[config.mk]
export PLATFORM = sky130hd
export DESIGN_NAME = param_category_store
export DESIGN_NICKNAME = d
export VERILOG_FILES = /design/src/pkg/param_store_pkg.sv /design/src/verilog/param_category_store.sv
export SDC_FILE = /design/constraint.sdc
export NUM_CORES = 2
export LEC_CHECK = 0
export BUFFER_PORTS_ARGS = -buffer_cell sky130_fd_sc_hd__buf_2
export CORE_ASPECT_RATIO = 1.5
export CORE_MARGIN = 1
export CORE_UTILIZATION = 40
export CTS_BUF_LIST = sky130_fd_sc_hd__clkbuf_8
export DETAILED_ROUTE_END_ITERATION = 8
export PLACE_DENSITY_LB_ADDON = 0.3
export RECOVER_POWER = 100
export SLEW_MARGIN = 10
export SYNTH_ARGS = -nofsm -noshare
export SYNTH_HDL_FRONTEND = slang
export SYNTH_SLANG_ARGS = --single-unit
[constraint.sdc]
create_clock -name clock -period 13.34 [get_ports clock]
set_input_delay 2.001 -clock clock [delete_from_list [all_inputs] [get_ports clock]]
set_output_delay 2.001 -clock clock [all_outputs]
set_load 0.005 [all_outputs]
[src/pkg/param_store_pkg.sv]
// Purpose: Constants and types for the parameter category store
// Assumes: Object writes arrive as one-cycle strobes on the system clock
// Notes: Nonvolatile record = {valid, category, index, subindex, data}
package param_store_pkg;

  typedef enum logic [2:0] {
    CAT_NONE = 3'h0, CAT_COMM = 3'h1, CAT_APP = 3'h2, CAT_CUST = 3'h3,
    CAT_DRIVE = 3'h4, CAT_TUNE = 3'h5, CAT_CAN = 3'h6, CAT_MODBUS = 3'h7
  } cat_e;

  // Gray codes along load -> idle -> save, idle -> erase
  typedef enum logic [2:0] {
    ST_LOAD = 3'h0, ST_IDLE = 3'h1, ST_SAVE = 3'h3, ST_ERASE_RD = 3'h5, ST_ERASE_WR = 3'h4
  } state_e;

  localparam logic [15:0] STORE_IDX = 16'h1010;
  localparam logic [15:0] RESTORE_IDX = 16'h1011;
  localparam logic [31:0] SAVE_KEY = 32'h65766173;
  localparam logic [31:0] DISCARD_KEY = 32'h64616f6c;

  localparam logic [7:0] SUB_ALL = 8'h01;
  localparam logic [7:0] SUB_COMM = 8'h02;
  localparam logic [7:0] SUB_APP = 8'h03;
  localparam logic [7:0] SUB_CUST = 8'h04;
  localparam logic [7:0] SUB_DRIVE = 8'h05;
  localparam logic [7:0] SUB_TUNE = 8'h06;
  localparam logic [7:0] SUB_CAN = 8'h0a;
  localparam logic [7:0] SUB_MODBUS = 8'h0b;

  // Category masks, bit n = cat_e value n
  localparam logic [7:0] MASK_SAVE_ALL = 8'h3e;
  localparam logic [7:0] MASK_DISCARD_ALL = 8'h1e;

  // Customer category index window
  localparam logic [15:0] CUST_IDX_LO = 16'h2700;
  localparam logic [15:0] CUST_IDX_HI = 16'h27ff;

  localparam int SLOTS = 32;
  localparam int SLOT_W = 5;
  localparam logic [4:0] LAST_SLOT = 5'h1f;
  localparam logic [4:0] FIRST_SLOT = 5'h00;

  localparam int REC_W = 60;
  localparam int REC_VALID = 59;
  localparam int REC_CAT_LSB = 56;
  localparam int REC_IDX_LSB = 40;
  localparam int REC_SUB_LSB = 32;
  localparam logic [59:0] REC_EMPTY = 60'h0;

  localparam logic [11:0] DONE_RESET = 12'h000;

endpackage

[src/verilog/param_category_store.sv]
// Purpose: Keeps storable object values by category, saves, discards and reloads them
// Assumes: Nonvolatile memory holds one record per slot and answers with a one-cycle ack
// Notes: Nonvolatile contents survive anything this block does except save and discard
module param_category_store
  import param_store_pkg::*;
(
  // Clock and reset
  input wire logic clock,
  input wire logic rstn,
  input wire logic ce,
  // Object writes from the master
  input wire logic odWrite,
  input wire logic [15:0] odIndex,
  input wire logic [7:0] odSub,
  input wire logic [31:0] odData,
  // Values handed to the control functions
  output logic applyValid,
  output logic [15:0] applyIndex,
  output logic [7:0] applySub,
  output logic [31:0] applyData,
  // Status
  output logic busy,
  output logic [11:0] storeDone,
  output logic refused,
  output logic tableFull,
  // Nonvolatile memory
  output logic nvmReq,
  output logic nvmWe,
  output logic [param_store_pkg::SLOT_W-1:0] nvmAddr,
  output logic [param_store_pkg::REC_W-1:0] nvmWdata,
  input wire logic [param_store_pkg::REC_W-1:0] nvmRdata,
  input wire logic nvmAck
);
  import param_store_pkg::*;

  ////////////////////////////////////////////////////////////////////////////
  // Category of an object index
  function automatic cat_e catOf(input logic [15:0] idx);
    cat_e c;
    c = CAT_NONE;
    case (idx)
      16'h1005, 16'h1006, 16'h1007, 16'h100c, 16'h100d, 16'h1014, 16'h1016, 16'h1017,
      16'h1019, 16'h1029: c = CAT_COMM;
      16'h1f80, 16'h2102, 16'h3502, 16'h3602: c = CAT_COMM;
      16'h2034, 16'h2035, 16'h2036, 16'h2037, 16'h2038: c = CAT_APP;
      16'h203a, 16'h203d, 16'h203e, 16'h203f, 16'h2057, 16'h2058, 16'h205b, 16'h2290,
      16'h2300, 16'h2410, 16'h3210, 16'h3212, 16'h3700, 16'h3701, 16'h4013: c = CAT_APP;
      16'h2084, 16'h2800: c = CAT_APP;
      16'h3240, 16'h3242, 16'h3243, 16'h3250, 16'h3252: c = CAT_APP;
      16'h3321, 16'h3322, 16'h3323: c = CAT_APP;
      16'h6040, 16'h605a, 16'h605b, 16'h605c, 16'h605d, 16'h605e, 16'h6060: c = CAT_APP;
      16'h6091, 16'h6092, 16'h60e8, 16'h60e9, 16'h60ed, 16'h60ee: c = CAT_APP;
      16'h6042, 16'h6046, 16'h6048, 16'h6049, 16'h604a, 16'h604c, 16'h6065, 16'h6066,
      16'h6067, 16'h6068, 16'h606d, 16'h606e, 16'h606f, 16'h6070, 16'h6071, 16'h6072,
      16'h607a, 16'h607b, 16'h607c, 16'h607d, 16'h607e, 16'h607f, 16'h6081, 16'h6082,
      16'h6083, 16'h6084, 16'h6085, 16'h6086, 16'h6087, 16'h6096, 16'h6097, 16'h6098,
      16'h6099, 16'h609a, 16'h60a2, 16'h60a4, 16'h60a8, 16'h60a9, 16'h60b0, 16'h60b1,
      16'h60b2, 16'h60c1, 16'h60c2, 16'h60c4, 16'h60c5, 16'h60c6, 16'h60f2, 16'h60f8,
      16'h60fe, 16'h60ff: c = CAT_APP;
      16'h3202, 16'h320d, 16'h320e, 16'h320f, 16'h6073, 16'h6080: c = CAT_DRIVE;
      16'h2030, 16'h2031, 16'h203b, 16'h3203, 16'h3380, 16'h3390, 16'h33a0, 16'h4021,
      16'h6075, 16'h608f, 16'h6090, 16'h60e6, 16'h60eb: c = CAT_TUNE;
      16'h2005, 16'h2007, 16'h2009: c = CAT_CAN;
      16'h2028, 16'h202a, 16'h202d: c = CAT_MODBUS;
      default: begin
        if (idx[15:4] == 12'h140 && !idx[3]) c = CAT_COMM;
        else if (idx[15:4] == 12'h160 && !idx[3]) c = CAT_COMM;
        else if (idx[15:4] == 12'h180 && !idx[3]) c = CAT_COMM;
        else if (idx[15:4] == 12'h1a0 && !idx[3]) c = CAT_COMM;
        else if (idx >= CUST_IDX_LO && idx <= CUST_IDX_HI) c = CAT_CUST;
        else c = CAT_NONE;
      end
    endcase
    return c;
  endfunction

  // Categories reached by a store or restore subindex
  function automatic logic [7:0] subMask(input logic [7:0] sub, input logic discard);
    logic [7:0] m;
    m = 8'h00;
    if (sub == SUB_ALL) m = discard ? MASK_DISCARD_ALL : MASK_SAVE_ALL;
    else if (sub == SUB_COMM) m[CAT_COMM] = 1'b1;
    else if (sub == SUB_APP) m[CAT_APP] = 1'b1;
    else if (sub == SUB_CUST) m[CAT_CUST] = 1'b1;
    else if (sub == SUB_DRIVE) m[CAT_DRIVE] = 1'b1;
    else if (sub == SUB_TUNE) m[CAT_TUNE] = 1'b1;
    else if (sub == SUB_CAN) m[CAT_CAN] = 1'b1;
    else if (sub == SUB_MODBUS) m[CAT_MODBUS] = 1'b1;
    return m;
  endfunction

  ////////////////////////////////////////////////////////////////////////////
  // Reset release
  logic rstMeta_ff, rstSync_ff;
  always_ff @(posedge clock or negedge rstn) begin
    if (!rstn) begin
      rstMeta_ff <= 1'b0;
      rstSync_ff <= 1'b0;
    end else if (ce) begin
      rstMeta_ff <= 1'b1;
      rstSync_ff <= rstMeta_ff;
    end
  end
  wire rstnInt = rstSync_ff;

  ////////////////////////////////////////////////////////////////////////////
  // Working table
  logic [SLOTS-1:0] tblValid_ff;
  cat_e tblCat [SLOTS];
  logic [15:0] tblIdx [SLOTS];
  logic [7:0] tblSub [SLOTS];
  logic [31:0] tblData [SLOTS];

  state_e state_ff, nxt_state;
  logic [SLOT_W-1:0] ptr_ff, nxt_ptr;
  logic [7:0] mask_ff, nxt_mask;
  logic [3:0] doneSub_ff, nxt_doneSub;
  logic [11:0] storeDone_ff, nxt_done;
  logic nvmReq_ff, nxt_req, nvmWe_ff, nxt_we;
  logic [SLOT_W-1:0] nvmAddr_ff, nxt_addr;
  logic [REC_W-1:0] nvmWdata_ff, nxt_wdata;
  logic applyValid_ff, refused_ff, tableFull_ff, busy_ff;
  logic [15:0] applyIndex_ff;
  logic [7:0] applySub_ff;
  logic [31:0] applyData_ff;

  wire cat_e wrCat = catOf(odIndex);
  wire isIdle = state_ff == ST_IDLE;
  wire lastSlot = ptr_ff == LAST_SLOT;
  wire keyWrite = odWrite && (odIndex == STORE_IDX || odIndex == RESTORE_IDX);
  wire saveGo = isIdle && odWrite && odIndex == STORE_IDX && odData == SAVE_KEY
    && subMask(odSub, 1'b0) != 8'h00;
  wire discGo = isIdle && odWrite && odIndex == RESTORE_IDX && odData == DISCARD_KEY
    && subMask(odSub, 1'b1) != 8'h00;
  wire cat_e rdCat = cat_e'(nvmRdata[REC_CAT_LSB +: 3]);
  wire rdValid = nvmRdata[REC_VALID];
  wire cat_e ptrCat = tblCat[ptr_ff];
  wire slotSel = tblValid_ff[ptr_ff] && mask_ff[ptrCat];
  wire [REC_W-1:0] ptrRec = {1'b1, ptrCat, tblIdx[ptr_ff], tblSub[ptr_ff], tblData[ptr_ff]};
  wire ackNow = nvmReq_ff && nvmAck;

  // Slot search: matching entry first, else first free one
  logic hitAny, freeAny;
  logic [SLOT_W-1:0] hitSlot, freeSlot;
  always_comb begin
    hitAny = 1'b0;
    freeAny = 1'b0;
    hitSlot = FIRST_SLOT;
    freeSlot = FIRST_SLOT;
    for (int i = SLOTS - 1; i >= 0; i--) begin
      if (tblValid_ff[i] && tblIdx[i] == odIndex && tblSub[i] == odSub) begin
        hitAny = 1'b1;
        hitSlot = SLOT_W'(i);
      end
      if (!tblValid_ff[i]) begin
        freeAny = 1'b1;
        freeSlot = SLOT_W'(i);
      end
    end
  end

  wire liveStore = isIdle && odWrite && wrCat != CAT_NONE && (hitAny || freeAny);
  wire [SLOT_W-1:0] liveSlot = hitAny ? hitSlot : freeSlot;
  wire liveApply = odWrite && wrCat != CAT_CUST && (wrCat == CAT_NONE || liveStore);
  wire loadWe = state_ff == ST_LOAD && ackNow && rdValid;
  wire loadApply = loadWe && rdCat != CAT_CUST;

  ////////////////////////////////////////////////////////////////////////////
  // Sequencer
  always_comb begin
    nxt_state = state_ff;
    nxt_ptr = ptr_ff;
    nxt_mask = mask_ff;
    nxt_doneSub = doneSub_ff;
    nxt_done = storeDone_ff;
    nxt_req = nvmReq_ff;
    nxt_we = nvmWe_ff;
    nxt_addr = nvmAddr_ff;
    nxt_wdata = nvmWdata_ff;
    if (ackNow) nxt_req = 1'b0;
    case (state_ff)
      ST_LOAD: begin
        if (!nvmReq_ff) begin
          nxt_req = 1'b1;
          nxt_we = 1'b0;
          nxt_addr = ptr_ff;
        end else if (nvmAck) begin
          nxt_ptr = SLOT_W'(ptr_ff + 1'b1);
          if (lastSlot) nxt_state = ST_IDLE;
        end
      end
      ST_IDLE: begin
        nxt_ptr = FIRST_SLOT;
        if (saveGo) begin
          nxt_mask = subMask(odSub, 1'b0);
          nxt_doneSub = odSub[3:0];
          nxt_done[odSub[3:0]] = 1'b0;
          nxt_state = ST_SAVE;
        end else if (discGo) begin
          nxt_mask = subMask(odSub, 1'b1);
          nxt_state = ST_ERASE_RD;
        end
      end
      ST_SAVE: begin
        if (!nvmReq_ff && slotSel) begin
          nxt_req = 1'b1;
          nxt_we = 1'b1;
          nxt_addr = ptr_ff;
          nxt_wdata = ptrRec;
        end else if (ackNow || (!nvmReq_ff && !slotSel)) begin
          nxt_ptr = SLOT_W'(ptr_ff + 1'b1);
          if (lastSlot) begin
            nxt_state = ST_IDLE;
            nxt_done[doneSub_ff] = 1'b1;
          end
        end
      end
      ST_ERASE_RD: begin
        if (!nvmReq_ff) begin
          nxt_req = 1'b1;
          nxt_we = 1'b0;
          nxt_addr = ptr_ff;
        end else if (nvmAck) begin
          if (rdValid && mask_ff[rdCat]) nxt_state = ST_ERASE_WR;
          else begin
            nxt_ptr = SLOT_W'(ptr_ff + 1'b1);
            if (lastSlot) nxt_state = ST_IDLE;
          end
        end
      end
      ST_ERASE_WR: begin
        if (!nvmReq_ff) begin
          nxt_req = 1'b1;
          nxt_we = 1'b1;
          nxt_wdata = REC_EMPTY;
        end else if (nvmAck) begin
          nxt_ptr = SLOT_W'(ptr_ff + 1'b1);
          nxt_state = lastSlot ? ST_IDLE : ST_ERASE_RD;
        end
      end
      default: nxt_state = ST_LOAD;
    endcase
  end

  always_ff @(posedge clock or negedge rstnInt) begin
    if (!rstnInt) begin
      state_ff <= ST_LOAD;
      ptr_ff <= FIRST_SLOT;
      mask_ff <= 8'h00;
      doneSub_ff <= 4'h0;
      storeDone_ff <= DONE_RESET;
      nvmReq_ff <= 1'b0;
      nvmWe_ff <= 1'b0;
      nvmAddr_ff <= FIRST_SLOT;
      nvmWdata_ff <= REC_EMPTY;
      busy_ff <= 1'b1;
    end else if (ce) begin
      state_ff <= nxt_state;
      ptr_ff <= nxt_ptr;
      mask_ff <= nxt_mask;
      doneSub_ff <= nxt_doneSub;
      storeDone_ff <= nxt_done;
      nvmReq_ff <= nxt_req;
      nvmWe_ff <= nxt_we;
      nvmAddr_ff <= nxt_addr;
      nvmWdata_ff <= nxt_wdata;
      busy_ff <= nxt_state != ST_IDLE;
    end
  end

  ////////////////////////////////////////////////////////////////////////////
  // Table and forwarded values
  always_ff @(posedge clock or negedge rstnInt) begin
    if (!rstnInt) begin
      tblValid_ff <= '0;
    end else if (ce) begin
      if (loadWe) tblValid_ff[ptr_ff] <= 1'b1;
      else if (liveStore) tblValid_ff[liveSlot] <= 1'b1;
    end
  end

  always_ff @(posedge clock) begin
    if (ce && loadWe) begin
      tblCat[ptr_ff] <= rdCat;
      tblIdx[ptr_ff] <= nvmRdata[REC_IDX_LSB +: 16];
      tblSub[ptr_ff] <= nvmRdata[REC_SUB_LSB +: 8];
      tblData[ptr_ff] <= nvmRdata[31:0];
    end else if (ce && liveStore) begin
      tblCat[liveSlot] <= wrCat;
      tblIdx[liveSlot] <= odIndex;
      tblSub[liveSlot] <= odSub;
      tblData[liveSlot] <= odData;
    end
  end

  always_ff @(posedge clock or negedge rstnInt) begin
    if (!rstnInt) begin
      applyValid_ff <= 1'b0;
      applyIndex_ff <= 16'h0000;
      applySub_ff <= 8'h00;
      applyData_ff <= 32'h00000000;
      refused_ff <= 1'b0;
      tableFull_ff <= 1'b0;
    end else if (ce) begin
      applyValid_ff <= loadApply || liveApply;
      if (loadApply) begin
        applyIndex_ff <= nvmRdata[REC_IDX_LSB +: 16];
        applySub_ff <= nvmRdata[REC_SUB_LSB +: 8];
        applyData_ff <= nvmRdata[31:0];
      end else if (liveApply) begin
        applyIndex_ff <= odIndex;
        applySub_ff <= odSub;
        applyData_ff <= odData;
      end
      refused_ff <= odWrite && !isIdle && (keyWrite || wrCat != CAT_NONE);
      tableFull_ff <= !freeAny;
    end
  end

  assign applyValid = applyValid_ff;
  assign applyIndex = applyIndex_ff;
  assign applySub = applySub_ff;
  assign applyData = applyData_ff;
  assign busy = busy_ff;
  assign storeDone = storeDone_ff;
  assign refused = refused_ff;
  assign tableFull = tableFull_ff;
  assign nvmReq = nvmReq_ff;
  assign nvmWe = nvmWe_ff;
  assign nvmAddr = nvmAddr_ff;
  assign nvmWdata = nvmWdata_ff;

endmodule // param_category_store

==> results.md <==
- Status: complete, but fails checks
- Failing checks: max-capacitance violations, max-slew violations
- I/O Buffers: 259
- Critical path class: input port to register
- Dpl hpwl: 245000 um
- Number of H-tree levels: 5
- Hold Crit Endpoint: storeDone[0]$_DFFE_PN0P_
- Syn Std Cell Area: 93800 um2
- Total routed wirelength: 361000 um
- Synth Area in Compound Gates: 0.0471
- RD Place Congestion: 1.02
- DR DRC count: 0
- Die Height: 595 um
- First-pass GRT wire length: 491000 um
- Post-Synth XOR/XNOR Area: 0.0713
- CTS tree: done
- HP Class: register to register
- Layout area overhead: 11.7%
- Largest family of logic cells by synthesized area: multiplexers
- Part of the cycle the worst path needs: 0.834
- Max IR drop VDD: 0.000151 V
- Post-synth top area share: 0.604
- Vias per inst: 6.28
- Top-count cell post-synth: edfxtp_1
- # hold bufs at CTS: 0
- Antenna-violating nets left: 0
- Area leader, netlist: edfxtp_1
- CTS buffer count: 325
- RSZ-0062 raised after global routing: no
- Worst slew pin tran: 3.58 ns
- Largest cells by area after synthesis: edfxtp_1 (60%), mux4_2 (12%), dfrtp_1 (5.1%)
- Syn Area/Cell: 16.1 um2
- Static leakage: 33.6 nW
- WL per Instance: 37.8 um
- Register-to-Register Path Depth: 12
- Vias in the first global route: 59900
- Hold Fails Final Rpt: 0
- Fin nets: 6350
- Share of post-route cells with drive strength above 1: 0.203
- Pwr Total: 16.6 mW
- CP arrival: 11.35 ns
- IO Pins: 260
- Slew HR: -1.39
- Pin count of the biggest net entering global routing: 107
- Post-synth EDFFs: 1888
- DR iter-0 viols: 7181
- Post-CTS Setup Bufs: 0
- Slew Viols, Final: 1735
- Worst r2r src: ptr_ff[0]$_DFFE_PN0P_
- Ys Warns: 0
- Worst Skew: 0.155 ns
- CP endpoint kind: register
- Antenna violations before repair: 33
- Die width: 397 um
- WP data required: 13.56 ns
- Clock latency on the worst-skew pair: 1.04 ns
- Die footprint: 237000 um2
- Synth async-reset ratio: 0.0923
- R2r setup slk: 4.27 ns
- Clock Path Buffers: 4
- Number of cells on the worst hold path: 2
- FF+latch count, synth: 2080
- R2R Path End: nvmWdata[58]$_DFFE_PN0P_
- Top FF cell, synth: edfxtp_1
- Placement Rows: 217
- Vias: 60000
- Synth Area in Simple Gates: 0.0816
- Clk pin slew, worst setup/hold paths: 0.06 ns
- Startpoint Class: input port
- Top cells by count, synth: edfxtp_1 (1888), mux4_2 (481), xnor2_1 (454)
- Multiplexer share of the synthesized area: 0.124
- Pwr dens: 158 nW/um2
- Adder-cell area share of the yosys netlist: 0.000667
- Post-CTS resize count: 0
- Cell variety after synth: 95
- TNS Setup: 0 ns
- Initial Util: 0.403
- Min-delay src: storeDone[0]$_DFFE_PN0P_
- 1st-pass router iterations: 6
- Min cycle time layout: 11.12 ns
- Max_cap viols: 55
- Syn nets: 5960
- Grt ovf: 0
- Post-synthesis cell count: 5834
- Finish-stage setup viols: 0
- Core area: 233000 um2
- Total GRT Usage: 0.301
- CTS root buf: clkbuf_8
- Peak Freq: 89.9 MHz
- CTS Sinks: 2080
- Sequential share of the synthesized area: 0.655
- CP max FO: 72
## worst max-delay path: stages
cell	delay, ns
buf_2	0.59
clkbuf_1	1.96
nor4_1	0.83
nand3_1	0.63
a31oi_1	0.13
nor4_1	0.49
and4_4	0.33
a21o_1	0.44
a31o_4	0.15
buf_4	0.70
nand2_1	0.22
o21ai_4	0.10
clkbuf_1	2.53
## cells by family (layout without fill, tap and decap cells)
| group | count (synthesis) | after routing |
|---|---|---|
| flops | 2080 | 2080 |
| simple gates | 1413 | 1413 |
| xor+xnor | 764 | 764 |
| compound gates | 618 | 618 |
| mux | 556 | 556 |
| buf+inv | 398 | 1040 |
| fa+ha+maj | 5 | 5 |
| other cells | 0 | 14 |
## cell type report
cell class | instances | area (um2)
Sequential cell | 2080 | 61500
Clock buffer | 357 | 4910
Antenna cell | 14 | 35.0
Multi-Input combinational cell | 3356 | 30900
Inverter | 31 | 116
Clock inverter | 222 | 1090
Tap cell | 3066 | 3840
Fill cell | 20400 | 128000
Timing Repair Buffer | 430 | 2340
## worst max-delay path by stage
stage | depth (start not counted) | slack, ns | from | end
5_1_grt | 13 | 2.30 | odIndex[10] | tblData[8][18]$_DFFE_PP_
2_1_floorplan | 15 | 3.12 | odIndex[7] | tblCat[0][0]$_DFFE_PP_
3_3_place_gp | 14 | 3.83 | odSub[5] | tblIdx[7][10]$_DFFE_PP_
3_5_place_dp | 14 | 3.76 | odSub[5] | tblIdx[7][10]$_DFFE_PP_
4_1_cts | 14 | 4.72 | odSub[5] | tblData[7][28]$_DFFE_PP_
6_report | 13 | 2.22 | odIndex[10] | tblSub[29][1]$_DFFE_PP_
## through the flow
| step | area, um2 | worst slack [ns] | hold slack [ns] | std cells | util |
|---|---|---|---|---|---|
| global placement | 99200 | 3.83 | 0.283 | 8963 | 0.426 |
| global route | 105000 | 2.30 | 0.476 | 9546 | 0.450 |
| floorplan | 93800 | 3.12 | 0.431 | 5834 | - |
| finish | 105000 | 2.22 | 0.464 | 9556 | 0.450 |
| detailed placement | 99200 | 3.76 | 0.298 | 8963 | 0.426 |
| CTS | 105000 | 4.72 | 0.287 | 9542 | 0.452 |
## where the power goes
part	switching [mW]	total, mW	internal [mW]
Sequential	0.108	7.29	7.18
Combinational	2.55	4.13	1.57
Clock	2.60	5.16	2.56
Total	5.26	16.6	11.3
## layout by cell type, fill, tap and decap left out, types with 15 or more instances in the layout
cell and instances:
clkbuf_1 135, or3_1 19, nand2_1 445, nand4_1 302, clkinv_2 34, a31oi_1 19, nand3_1 79, nand4b_1 21
clkinv_1 46, o31ai_1 28, clkbuf_8 357, buf_2 166, or4_1 29, xor2_1 310, mux2_2 50, o211ai_1 16
dfrtp_1 190, nor4b_1 17, buf_4 126, mux2_1 20, o21ai_0 65, xnor2_1 454, and3_1 21, mux4_2 481
a22oi_1 243, nand2b_1 41, nor4_1 140, inv_1 153, edfxtp_1 1888, nor3b_1 15, nor2b_1 22, nor2_1 100
a22o_1 57, a21oi_1 68, nor3_1 62
## metal layers
layer / global-route usage / vias up / share of wire
met1: 0.361 / 31400 / 0.36
met2: 0.501 / 3518 / 0.49
met4: 0.193 / 20 / 0.077
met5: 0 / - / 0.00035
li1: - / 24100 / -
met3: 0.0512 / 907 / 0.079
## sequential cells by signal, indices dropped and copies added, names as in the netlist, 3 cells and up
signal,count
applySub,8
ptr_ff,5
tblData,1024
tblValid_ff,32
applyIndex,16
nvmWdata,60
applyData,32
doneSub_ff,4
mask_ff,7
nvmAddr,5
tblSub,256
tblCat,96
storeDone,12
state_ff,3
tblIdx,512
Note: power is estimated with default switching activity, not from simulation.
